<file path="src/hw/iepm_map.vh">
`ifndef IEPM_MAP_VH
`define IEPM_MAP_VH
// register offsets
`define IEPM_OFS_PRIO_LO_1 8'h91
`define IEPM_OFS_PRIO_HI_1 8'h92
`define IEPM_OFS_ENABLE_0 8'hA8
`define IEPM_OFS_PRIO_HI_0 8'hB7
`define IEPM_OFS_PRIO_LO_0 8'hB8
`define IEPM_OFS_ENABLE_1 8'hE8
`define IEPM_OFS_POWER_CTRL 8'h87
// reset value shared by all control registers
`define IEPM_RST_VAL 8'h00
// field positions
`define IEPM_BIT_GLOBAL_EN 7
`define IEPM_BIT_SLEEP 0
`define IEPM_BIT_DEEP_SLEEP 1
// writable masks of the second-bank registers
`define IEPM_MASK_ENABLE_1 8'h07
`define IEPM_MASK_PRIO_1 8'h03
// wake-up pin low time in clocks
`define IEPM_WAKE_LOW_CLKS 1024
`define IEPM_WAKE_CNT_W 11
// number of sources
`define IEPM_NSRC 10
`endif

</file>
<file path="src/hw/iepm_ctrl.v">
// Functional notes
// - global enable bit gates all servicing
// - enable register 0 per-source enable bits
// - enable register 1: spi, i2c2, timer2
// - priority-low register 0 source bit layout
// - priority-high register 0 same layout
// - priority-low register 1: spi, i2c2 bits
// - priority-high register 1: spi, i2c2 bits
// - bit-addressable registers; all reset 00H
// - priority-high registers byte access only
// - sleep request bit enters idle
// - idle stops program counter, clock runs
// - enabled interrupt ends idle, clears bit
// - hardware reset ends idle and power-down
// - deep sleep request bit enters power-down
// - power-down stops clock; level externals only
// - enabled level external interrupt ends power-down
// - resume after wake pin returns high
// - four priority levels from bit pairs
// - spi and uart share one vector
//
// The implementer's own choice: the address-and-strobe port.
`timescale 1ns/1ps
`include "iepm_map.vh"
module iepm_ctrl
(
	input wire clk,
	input wire srst,
	input wire ce,
	input wire [7:0] addr,
	input wire [7:0] wdata,
	input wire wr,
	input wire rd,
	input wire bit_wr,
	input wire [2:0] bit_sel,
	input wire bit_val,
	input wire [9:0] irq_req,
	input wire ext0_n,
	input wire ext1_n,
	input wire ext0_level,
	input wire ext1_level,
	input wire irq_ack,
	input wire irq_ret,
	output reg [7:0] rdata,
	output reg irq_valid,
	output reg [3:0] irq_src,
	output reg [1:0] irq_level,
	output reg pc_hold,
	output reg clk_stop,
	output reg addr_latch_strobe,
	output reg program_fetch_strobe
);
	// source index order: ext0,tmr0,ext1,tmr1,uart,i2c1,pca,tmr2,i2c2,spi
	localparam [3:0] SRC_SPI = 4'h9;
	localparam [3:0] SRC_UART = 4'h4;
	localparam [1:0] PM_RUN = 2'h0;
	localparam [1:0] PM_IDLE = 2'h1;
	localparam [1:0] PM_DOWN = 2'h2;
	localparam [1:0] PM_WAKE = 2'h3;

	reg [7:0] irq_enable_0_r;
	reg [7:0] irq_enable_1_r;
	reg [7:0] irq_prio_lo_0_r;
	reg [7:0] irq_prio_hi_0_r;
	reg [7:0] irq_prio_lo_1_r;
	reg [7:0] irq_prio_hi_1_r;
	reg [1:0] power_control_r;
	reg [1:0] pm_r;
	reg [1:0] pm_nxt;
	reg [`IEPM_WAKE_CNT_W-1:0] wake_cnt_r;
	reg wake_long_r;
	reg [3:0] active_r;
	reg [3:0] srv_src_nxt;
	reg [1:0] srv_lvl_nxt;
	reg srv_hit_nxt;
	reg [3:0] rank;
	integer i;
	wire [9:0] en_vec;
	wire [9:0] lo_vec;
	wire [9:0] hi_vec;
	wire [9:0] pend;
	wire ext_wake;
	wire pctl_wr;

	// map a poll rank to the source index; equal levels resolve by rank
	function [3:0] poll_src;
		input [3:0] r;
		begin
			case (r)
				4'h0: poll_src = 4'h0;
				4'h1: poll_src = 4'h5;
				4'h2: poll_src = 4'h1;
				4'h3: poll_src = 4'h2;
				4'h4: poll_src = 4'h3;
				4'h5: poll_src = 4'h4;
				4'h6: poll_src = 4'h7;
				4'h7: poll_src = 4'h6;
				4'h8: poll_src = 4'h9;
				default: poll_src = 4'h8;
			endcase
		end
	endfunction

	// merge a byte with one bit replaced, for single-bit writes
	function [7:0] set_bit;
		input [7:0] old;
		input [2:0] pos;
		input val;
		begin
			set_bit = old;
			set_bit[pos] = val;
		end
	endfunction

	// two-bit level of one source; the high bit is the more significant
	function [1:0] src_level;
		input [9:0] hv;
		input [9:0] lv;
		input [3:0] s;
		begin
			src_level = {hv[s], lv[s]};
		end
	endfunction

	assign en_vec = {irq_enable_1_r[2:0], irq_enable_0_r[6:0]};
	assign lo_vec = {irq_prio_lo_1_r[1:0], irq_prio_lo_0_r};
	assign hi_vec = {irq_prio_hi_1_r[1:0], irq_prio_hi_0_r};
	// only a held-low level external with its enable can wake power-down
	assign ext_wake = (~ext0_n & ext0_level & irq_enable_0_r[0]) |
		(~ext1_n & ext1_level & irq_enable_0_r[2]);
	// modes are entered on the write itself, so a bit still set after wake-up
	// cannot throw the part straight back into power-down before the ack
	assign pctl_wr = wr && (addr == `IEPM_OFS_POWER_CTRL);
	assign pend = (pm_r == PM_DOWN || pm_r == PM_WAKE) ? 10'h000 :
		(irq_req & en_vec & {10{irq_enable_0_r[`IEPM_BIT_GLOBAL_EN]}});

	// arbitration: highest level wins, ties by poll order, must beat active levels
	always @*
	begin
		srv_hit_nxt = 1'b0;
		srv_src_nxt = 4'h0;
		srv_lvl_nxt = 2'h0;
		rank = 4'h0;
		for (i = 0; i < `IEPM_NSRC; i = i + 1)
		begin
			rank = poll_src(i[3:0]);
			if (pend[rank] && active_r[src_level(hi_vec, lo_vec, rank)] == 1'b0 &&
				(!srv_hit_nxt || src_level(hi_vec, lo_vec, rank) > srv_lvl_nxt))
			begin
				srv_hit_nxt = 1'b1;
				srv_src_nxt = rank;
				srv_lvl_nxt = src_level(hi_vec, lo_vec, rank);
			end
		end
		// a lower level cannot preempt any higher active level
		for (i = 0; i < 4; i = i + 1)
			if (active_r[i] && i[1:0] > srv_lvl_nxt)
				srv_hit_nxt = 1'b0;
	end

	// power mode sequencing
	always @*
	begin
		pm_nxt = pm_r;
		case (pm_r)
			PM_RUN:
				if (pctl_wr && wdata[`IEPM_BIT_DEEP_SLEEP])
					pm_nxt = PM_DOWN;
				else if (pctl_wr && wdata[`IEPM_BIT_SLEEP])
					pm_nxt = PM_IDLE;
			PM_IDLE:
				if (irq_ack)
					pm_nxt = PM_RUN;
			PM_DOWN:
				if (ext_wake)
					pm_nxt = PM_WAKE;
			PM_WAKE:
				if (!ext_wake)
					pm_nxt = wake_long_r ? PM_RUN : PM_DOWN;
			default:
				pm_nxt = PM_RUN;
		endcase
	end

	// mode state; a hardware reset ends idle and power-down like a power-on
	always @(posedge clk)
	begin
		if (srst)
			pm_r <= PM_RUN;
		else if (ce)
			pm_r <= pm_nxt;
	end

	// control registers; every one comes back at its reset value
	always @(posedge clk)
	begin
		if (srst)
		begin
			irq_enable_0_r <= `IEPM_RST_VAL;
			irq_enable_1_r <= `IEPM_RST_VAL;
			irq_prio_lo_0_r <= `IEPM_RST_VAL;
			irq_prio_hi_0_r <= `IEPM_RST_VAL;
			irq_prio_lo_1_r <= `IEPM_RST_VAL;
			irq_prio_hi_1_r <= `IEPM_RST_VAL;
			power_control_r <= 2'h0;
		end
		else if (ce)
		begin
			// byte writes; reserved bits stored as zero whatever software writes
			if (wr)
			begin
				case (addr)
					`IEPM_OFS_ENABLE_0: irq_enable_0_r <= wdata;
					`IEPM_OFS_ENABLE_1: irq_enable_1_r <= wdata & `IEPM_MASK_ENABLE_1;
					`IEPM_OFS_PRIO_LO_0: irq_prio_lo_0_r <= wdata;
					`IEPM_OFS_PRIO_HI_0: irq_prio_hi_0_r <= wdata;
					`IEPM_OFS_PRIO_LO_1: irq_prio_lo_1_r <= wdata & `IEPM_MASK_PRIO_1;
					`IEPM_OFS_PRIO_HI_1: irq_prio_hi_1_r <= wdata & `IEPM_MASK_PRIO_1;
					`IEPM_OFS_POWER_CTRL: power_control_r <= wdata[1:0];
					default: ;
				endcase
			end
			// single-bit writes reach only the bit-addressable four
			else if (bit_wr)
			begin
				case (addr)
					`IEPM_OFS_ENABLE_0: irq_enable_0_r <= set_bit(irq_enable_0_r, bit_sel, bit_val);
					`IEPM_OFS_ENABLE_1:
						irq_enable_1_r <= set_bit(irq_enable_1_r, bit_sel, bit_val) & `IEPM_MASK_ENABLE_1;
					`IEPM_OFS_PRIO_LO_0: irq_prio_lo_0_r <= set_bit(irq_prio_lo_0_r, bit_sel, bit_val);
					`IEPM_OFS_PRIO_LO_1:
						irq_prio_lo_1_r <= set_bit(irq_prio_lo_1_r, bit_sel, bit_val) & `IEPM_MASK_PRIO_1;
					default: ;
				endcase
			end
			// service entry clears both request bits
			else if (irq_ack)
				power_control_r <= 2'h0;
		end
	end

	// read data stands for the one cycle after the strobe, zero otherwise
	always @(posedge clk)
	begin
		if (srst)
			rdata <= 8'h00;
		else if (ce)
		begin
			if (rd)
			begin
				case (addr)
					`IEPM_OFS_ENABLE_0: rdata <= irq_enable_0_r;
					`IEPM_OFS_ENABLE_1: rdata <= irq_enable_1_r;
					`IEPM_OFS_PRIO_LO_0: rdata <= irq_prio_lo_0_r;
					`IEPM_OFS_PRIO_HI_0: rdata <= irq_prio_hi_0_r;
					`IEPM_OFS_PRIO_LO_1: rdata <= irq_prio_lo_1_r;
					`IEPM_OFS_PRIO_HI_1: rdata <= irq_prio_hi_1_r;
					`IEPM_OFS_POWER_CTRL: rdata <= {6'h00, power_control_r};
					default: rdata <= 8'h00;
				endcase
			end
			else
				rdata <= 8'h00;
		end
	end

	// last count of the wake window, sized to the counter
	localparam [`IEPM_WAKE_CNT_W-1:0] WAKE_LAST = `IEPM_WAKE_LOW_CLKS - 1;

	// count the wake pin low time, saturating at the threshold
	// a short pulse would leave the oscillator unsettled, so the part drops back
	always @(posedge clk)
	begin
		if (srst)
		begin
			wake_cnt_r <= {`IEPM_WAKE_CNT_W{1'b0}};
			wake_long_r <= 1'b0;
		end
		else if (ce)
		begin
			if (pm_r == PM_WAKE)
			begin
				if (wake_cnt_r == WAKE_LAST)
					wake_long_r <= 1'b1;
				else
					wake_cnt_r <= wake_cnt_r + 1'b1;
			end
			else
			begin
				wake_cnt_r <= {`IEPM_WAKE_CNT_W{1'b0}};
				wake_long_r <= 1'b0;
			end
		end
	end

	// in-service levels: ack sets the level served, return clears the highest
	always @(posedge clk)
	begin
		if (srst)
			active_r <= 4'h0;
		else if (ce)
		begin
			if (irq_ack && irq_valid)
				active_r[irq_level] <= 1'b1;
			else if (irq_ret)
			begin
				if (active_r[3])
					active_r[3] <= 1'b0;
				else if (active_r[2])
					active_r[2] <= 1'b0;
				else if (active_r[1])
					active_r[1] <= 1'b0;
				else
					active_r[0] <= 1'b0;
			end
		end
	end

	// request to the core and mode outputs, all straight from flip-flops
	always @(posedge clk)
	begin
		if (srst)
		begin
			irq_valid <= 1'b0;
			irq_src <= 4'h0;
			irq_level <= 2'h0;
			pc_hold <= 1'b0;
			clk_stop <= 1'b0;
			addr_latch_strobe <= 1'b1;
			program_fetch_strobe <= 1'b1;
		end
		else if (ce)
		begin
			// drop the request in the cycle after the ack so one event gives one entry
			irq_valid <= srv_hit_nxt & ~irq_ack;
			// spi reports through the uart vector
			irq_src <= (srv_src_nxt == SRC_SPI) ? SRC_UART : srv_src_nxt;
			irq_level <= srv_lvl_nxt;
			// idle holds pc with clock running; power-down stops the clock
			pc_hold <= (pm_nxt != PM_RUN);
			clk_stop <= (pm_nxt == PM_DOWN || pm_nxt == PM_WAKE);
			addr_latch_strobe <= (pm_nxt == PM_RUN || pm_nxt == PM_IDLE);
			program_fetch_strobe <= (pm_nxt == PM_RUN || pm_nxt == PM_IDLE);
		end
	end
endmodule // iepm_ctrl

</file>
<file path="config.mk">
export PLATFORM = sky130hd
export DESIGN_NAME = iepm_ctrl
export DESIGN_NICKNAME = d
export VERILOG_FILES = /design/src/hw/iepm_ctrl.v
export VERILOG_INCLUDE_DIRS = /design/src /design/src/hw
export SDC_FILE = /design/constraint.sdc
export NUM_CORES = 1
export LEC_CHECK = 0
export BUFFER_PORTS_ARGS = -buffer_cell sky130_fd_sc_hd__buf_2
export CORE_MARGIN = 2
export CORE_UTILIZATION = 49
export CTS_BUF_LIST = sky130_fd_sc_hd__clkbuf_2 sky130_fd_sc_hd__clkbuf_4 sky130_fd_sc_hd__clkbuf_8
export DETAILED_ROUTE_END_ITERATION = 12
export PLACE_DENSITY = 0.7
export SKIP_CTS_REPAIR_TIMING = 1
export SLEW_MARGIN = 15
export SYNTH_ARGS = -nofsm -noshare
export SYNTH_HDL_FRONTEND = slang
export SYNTH_SLANG_ARGS = --single-unit
</file>
<file path="constraint.sdc">
create_clock -name clk -period 28.1 [get_ports clk]
set_clock_uncertainty 0.1 [all_clocks]
set_input_delay 0 -clock clk [delete_from_list [all_inputs] [get_ports clk]]
set_output_delay 0 -clock clk [all_outputs]
set_load 0.02 [all_outputs]
</file>
# After elaboration in Yosys (flattened, before gate mapping)
# Cells that the tools add are included.
[totals] register_bits=80 word_cells=263 inputBits=42 output_inout_bits=19
[classes] n_mux=101 eq_ne=22 magnitude_cmp=27 n_bitwise=22 reduce_logical=69 addsub=1
[ops] op="8-bit two-way mux" count=17
[ops] op="8-bit == test, second input constant" count=7
[ops] op="8-bit one-hot mux with 7 select lines" count=1
[ops] op="2-bit two-way mux" count=21
[ops] op="2-bit by 3-bit less-than comparator with 1-bit output, second input constant" count=11
[ops] op="8-bit bitwise mux" count=4
[ops] op="1-bit logical AND" count=29
[ops] op="1-bit two-way mux" count=29
[ops] op="3-bit two-way mux" count=8
[ops] op="11-bit two-way mux" count=2
[ops] op="3-bit AND reduction" count=7
[ops] op="10-bit AND" count=2
[ops] op="1-bit binary-select mux with 2-bit select" count=10
[ops] op="4-bit two-way mux" count=5
[ops] op="2-bit > comparator" count=9
[ops] op="1-bit NOT" count=13
[ops] op="1-bit logical OR" count=12
[ops] op="11-bit by 1-bit adder with 11-bit output, second input constant" count=1
[ops] op="11-bit by 10-bit == test with 1-bit output, second input constant" count=1
[ops] op="10-bit two-way mux" count=1
[ops] op="2-bit by 1-bit != test with 1-bit output, second input constant" count=5
[ops] op="1-bit zero test" count=9
[ops] op="2-bit == test, second input constant" count=4
[ops] op="2-bit one-hot mux with 4 select lines" count=1
[ops] op="other kinds (18)" count=33

# Depth between registers and ports, before layout
[logic_depth] ltp_word=48 depth_mapped=62 depth_no_buf=61

# Worst setup path after synthesis
# Ideal clock, no wire load.
[synth_path] kind="reg2reg" start="register irq_prio_lo_0_r[0]" end="register irq_valid" setup_ps=81 required_time_ps=27919 path_stages_with_launch=57 t_arrival_ps=11248 n_path_buf=0 setup_slack_ps=16671 synth_period_minus_slack_ps=11429 path_cell_list="dfxtp_1 > mux4_2 > nor2_1 > nand2_1 > ha_1 > nor2b_1 > o21ai_0 > o211ai_1 > and2_2 > ha_1 > nor2b_1 > a2bb2oi_1 > o21a_1 > a211oi_1 > a21oi_1 > ha_1 > and2_1 > a2111oi_2 > (+21 left out) > a211oi_1 > a21oi_1 > and3_1 > a21o_2 > ha_1 > nor2b_1 > o21ai_0 > a21oi_1 > a211o_1 > and2_1 > ha_1 > nor2b_1 > o21ai_0 > a21o_1 > or2_2 > a211oi_1 > o31ai_1 > a41oi_1"
[synth_between] elab_chain_len=48 elab_cells_between_ends=73 classes_between="order compare: 13; mux: 26; bitwise: 2; reduce/logical: 32"
[synth_rtl] item="start, declared" line_no="iepm_ctrl.v:63" source="reg [7:0] irq_prio_lo_0_r;"
[synth_rtl] item="start signal, assigned" line_no="iepm_ctrl.v:201" source="irq_prio_lo_0_r <= `IEPM_RST_VAL;"
[synth_rtl] item="start signal, assigned" line_no="iepm_ctrl.v:215" source="`IEPM_OFS_PRIO_LO_0: irq_prio_lo_0_r <= wdata;"
[synth_rtl] item="start signal, assigned" line_no="iepm_ctrl.v:230" source="`IEPM_OFS_PRIO_LO_0: irq_prio_lo_0_r <= set_bit(irq_prio_lo_0_r, bit_sel, bit_val);"
[synth_rtl] item="1-bit binary-select mux with 2-bit select" line_no="iepm_ctrl.v:147" source="if (pend[rank] && active_r[src_level(hi_vec, lo_vec, rank)] == 1'b0 &&"
[synth_rtl] item="1-bit two-way mux (implied by the code)" line_no="iepm_ctrl.v:147"
[synth_rtl] item="1-bit NOT" line_no="iepm_ctrl.v:147"
[synth_rtl] item="1-bit logical AND" line_no="iepm_ctrl.v:147"
[synth_rtl] item="2-bit two-way mux / 1-bit two-way mux (equally long branches)" line_no="iepm_ctrl.v:147"
[synth_rtl] item="2-bit > comparator / 1-bit zero test (equally long branches)" line_no="iepm_ctrl.v:148" source="(!srv_hit_nxt || src_level(hi_vec, lo_vec, rank) > srv_lvl_nxt))"
[synth_rtl] item="1-bit logical OR" line_no="iepm_ctrl.v:148"
[synth_rtl] item="1-bit logical AND" line_no="iepm_ctrl.v:147"
[synth_rtl] item="(+30 left out)"
[synth_rtl] item="1-bit logical OR" line_no="iepm_ctrl.v:148"
[synth_rtl] item="1-bit logical AND" line_no="iepm_ctrl.v:147"
[synth_rtl] item="2-bit two-way mux" line_no="iepm_ctrl.v:147"
[synth_rtl] item="1-bit by 2-bit > comparator with 1-bit output" line_no="iepm_ctrl.v:157" source="if (active_r[i] && i[1:0] > srv_lvl_nxt)"
[synth_rtl] item="1-bit logical AND" line_no="iepm_ctrl.v:157"
[synth_rtl] item="1-bit two-way mux (3 in series)" line_no="iepm_ctrl.v:157"
[synth_rtl] item="1-bit two-way mux *" line_no="iepm_ctrl.v:157"
[synth_rtl] item="1-bit AND *" line_no="iepm_ctrl.v:335" source="irq_valid <= srv_hit_nxt & ~irq_ack;"
[synth_rtl] item="end signal, assigned" line_no="iepm_ctrl.v:335"
[synth_rtl] item="end, declared" line_no="iepm_ctrl.v:45" source="output reg irq_valid,"
# Mark *: on every way between the ends. The rest lies on a longest branch, timed or not. The select of a mux whose other input is x is not followed.
# A chain may end at the register's enable or synchronous reset.

# Worst setup path in the final report
[layout_path] start="register active_r[3]" end="register irq_valid"
[layout_between] elab_chain_len=48 elab_cells_between_ends=109 classes_between="order compare: 13; mux: 44; bitwise: 11; reduce/logical: 41"
[layout_rtl] item="start, declared" line_no="iepm_ctrl.v:72" source="reg [3:0] active_r;"
[layout_rtl] item="start signal, assigned" line_no="iepm_ctrl.v:300" source="active_r <= 4'h0;"
[layout_rtl] item="start signal, assigned by index" line_no="iepm_ctrl.v:304" source="active_r[irq_level] <= 1'b1;"
[layout_rtl] item="start signal, assigned" line_no="iepm_ctrl.v:308" source="active_r[3] <= 1'b0;"
[layout_rtl] item="1-bit binary-select mux with 2-bit select" line_no="iepm_ctrl.v:147"
[layout_rtl] item="1-bit two-way mux (implied by the code)" line_no="iepm_ctrl.v:147"
[layout_rtl] item="1-bit NOT" line_no="iepm_ctrl.v:147"
[layout_rtl] item="1-bit logical AND" line_no="iepm_ctrl.v:147"
[layout_rtl] item="2-bit two-way mux / 1-bit two-way mux (equally long branches)" line_no="iepm_ctrl.v:147"
[layout_rtl] item="2-bit > comparator / 1-bit zero test (equally long branches)" line_no="iepm_ctrl.v:148"
[layout_rtl] item="1-bit logical OR" line_no="iepm_ctrl.v:148"
[layout_rtl] item="1-bit logical AND" line_no="iepm_ctrl.v:147"
[layout_rtl] item="(+30 left out)"
[layout_rtl] item="1-bit logical OR" line_no="iepm_ctrl.v:148"
[layout_rtl] item="1-bit logical AND" line_no="iepm_ctrl.v:147"
[layout_rtl] item="2-bit two-way mux" line_no="iepm_ctrl.v:147"
[layout_rtl] item="1-bit by 2-bit > comparator with 1-bit output" line_no="iepm_ctrl.v:157"
[layout_rtl] item="1-bit logical AND" line_no="iepm_ctrl.v:157"
[layout_rtl] item="1-bit two-way mux (3 in series)" line_no="iepm_ctrl.v:157"
[layout_rtl] item="1-bit two-way mux *" line_no="iepm_ctrl.v:157"
[layout_rtl] item="1-bit AND *" line_no="iepm_ctrl.v:335"
# Marked as above.

==> results.cfg <==
[worst_hold_path]
holdPathStages = 3
hp-start = ce
hold_path_end = pm_r[1]
hold_path.class = input port to flop

[routing]
drc = 0
drt-total-wl_um = 12600
wl_per_cell_um = 17.9
drt_iter0_markers = 355
vias = 4443
ant_nets = 0
first_pass_iters = 7
via_per_inst = 6.32

[synthesis]
ys_seq_area_frac = 0.308
synthCells = 538
synth_seq_cells = 68
ys_types = 67
async_flop_share = 0
syn_nets = 598
ys.flop_type = dfxtp_1
synth.avg_cell_area_um2 = 8.22
yosys_warnings = 0
synth_edf_count = 0
syn_area_um2 = 4420

[worst_setup_path]
cp-startpoint = active_r[3]
r2r_start = active_r[3]
max_stage_delay_ns = 0.55
cp_max_fo = 18
critPathLaunchType = flop
cp_common_cell = ha_1
r2r-end = irq_valid
reg2regPathDepth = 57
r2r_setup_slack_ns = 15.06
critPathKind = flop to flop
arrival_ns = 13.20
crit_required_ns = 28.26
cp-end-kind = flop
critPathSlowestCell = mux4_2

[power]
peakVddDrop_v = 0.0000233
power_w = 0.000196
power_density_nw_per_um2 = 39.2
clockPowerShare = 0.417
switchingPower_w = 0.0000508
p_leak_nw = 2.01
p_sw_frac = 0.259
p_int_w = 0.000146
comb_power_share = 0.084
pwr-share-seq = 0.498

[cells_and_area]
multi_input_comb_area_um2 = 2850
drive_above_1_share = 0.166
final_util = 0.574
areaGrowthSynthToFinish_pct = 13.3
n_antenna_cell = 0
seqCellArea_um2 = 1360
n_fill_cell = 820
layout_commonest_cell = dfxtp_1
fin_nets = 650
final_cell_mix = dfxtp_1, nor2_1, buf_2

[outcome]
outcome = completed

[floorplan]
io_pins = 61
core_area_um2 = 8720
die_area_um2 = 9800
initial_core_util = 0.507
dieHeight_um = 99.0
die_w_um = 99.0
rows = 34

[global_routing]
grt_use_total = 0.255
overflow = 0
grt_pass1_vias = 4100
grt_max_degree = 60
grt_first_pass_wirelength_um = 20100
antenna_found_initial = 0

[sta]
hold_violations = 0
fin_crit_ns = 13.04
setup_ws_ns = 15.06
finalCritPeriodShare = 0.464
tns_ns = 0
drv_slew = 0
tightest_slew_ns = 1.08
timing.fmax_mhz = 76.7
rsz0062_at_grt = false
slew_headroom = 0.276
setup_viol = 0

[clock_network]
clock_path_buffers = 2
clkLatencyLatePin_ns = 0.35
htreeDepth = 3
numCtsBuffers = 9
root_buffer = clkbuf_8
cts_tree = done
cts_sinks = 68
path_clk_slew_ns = 0.08

[place]
io_buffers = 60
dp_hpwl_um = 9500
place_congestion = 0.899
pre_cts_slack_ns = 15.22

[job]
cap_violations = 0
-- synth_stat cells (5+ instances only) --
master	n	area share
nand3_1	12	0.014
nor2b_1	11	0.016
and3_1	10	0.014
clkbuf_1	21	0.018
nor2_1	62	0.053
ha_1	18	0.051
a21o_1	11	0.019
a21oi_1	54	0.061
xor2_1	5	0.0099
and2_1	7	0.0099
mux2i_1	12	0.027
a31oi_1	6	0.0085
a211oi_1	25	0.042
nand2_1	53	0.045
inv_1	24	0.020
nand4b_1	10	0.020
nand4_1	7	0.0099
mux4_1	7	0.042
nor3_1	8	0.0091
a22oi_1	11	0.019
dfxtp_1	68	0.31
o21ai_0	16	0.018
-- stage by stage --
stage	cells	area [um2]	hold slack (ns)
floorplan	538	4420	0.0439
finish	703	5010	0.0217
global route	703	5010	0.0405
global placement	679	4730	0.151
CTS	695	4930	-0.188
detailed placement	679	4730	0.167
-- routing by layer --
| metal | global-route usage | share of wire | vias up |
|---|---|---|---|
| met5 | 0 | 0 | - |
| met4 | 0.0738 | 0.024 | 0 |
| met1 | 0.338 | 0.43 | 2114 |
| met2 | 0.424 | 0.47 | 189 |
| met3 | 0.0461 | 0.079 | 29 |
| li1 | - | - | 2111 |
-- cell type report --
type,instances,share of cell area
clock buffers,10,0.0262
clock inverters,6,0.0127
well taps,108,0.0270
inverters,24,0.0180
repair buffers,68,0.0759
multi-input cells,419,0.568
flip-flops and latches,68,0.272
-- sequential cells by signal (all words and copies together) (netlist names), 3 cells and up --
register / flops
rdata: 8
irq_prio_lo_0_r: 8
irq_prio_hi_0_r: 8
wake_cnt_r: 11
irq_enable_1_r: 3
irq_src: 4
irq_enable_0_r: 8
active_r: 4
-- how the worst max path moves through the flow --
stage | endpoint | cells past startpoint
2_1_floorplan | irq_valid | 56
3_3_place_gp | irq_valid | 57
3_5_place_dp | irq_valid | 57
4_1_cts | irq_valid | 57
5_1_grt | irq_valid | 59
6_report | irq_valid | 57
-- critical path: cells and delay by family (launching register included) --
family                   cells  cell delay (ns)
AND/OR/NAND/NOR             17             2.89
AO/OA/AOI/OAI               28             5.85
multiplexers                 3             1.23
adder cells (fa/ha/maj)      9             2.38
flip-flops                   1             0.49
-- power groups by stage --
stage / registers (W) / clock network, W / logic [W]
2_1_floorplan: 0.000100 / 0 / 0.00000950
3_3_place_gp: 0.000100 / 0 / 0.0000152
3_5_place_dp: 0.000100 / 0 / 0.0000155
4_1_cts: 0.0000978 / 0.0000818 / 0.0000155
5_1_grt: 0.0000980 / 0.0000868 / 0.0000180
6_report: 0.0000978 / 0.0000819 / 0.0000166
-- logic make-up after synthesis --
| family | count (synthesis) | synth area share |
|---|---|---|
| XOR/XNOR | 5 | 0.00991 |
| AO/OA/AOI/OAI | 163 | 0.255 |
| adder cells (fa/ha/maj) | 18 | 0.0509 |
| flip-flops | 68 | 0.308 |
| multiplexers | 23 | 0.0866 |
| AND/OR/NAND/NOR | 210 | 0.241 |
| buffers and inverters | 51 | 0.0478 |
(Power assumes the default switching activity.)
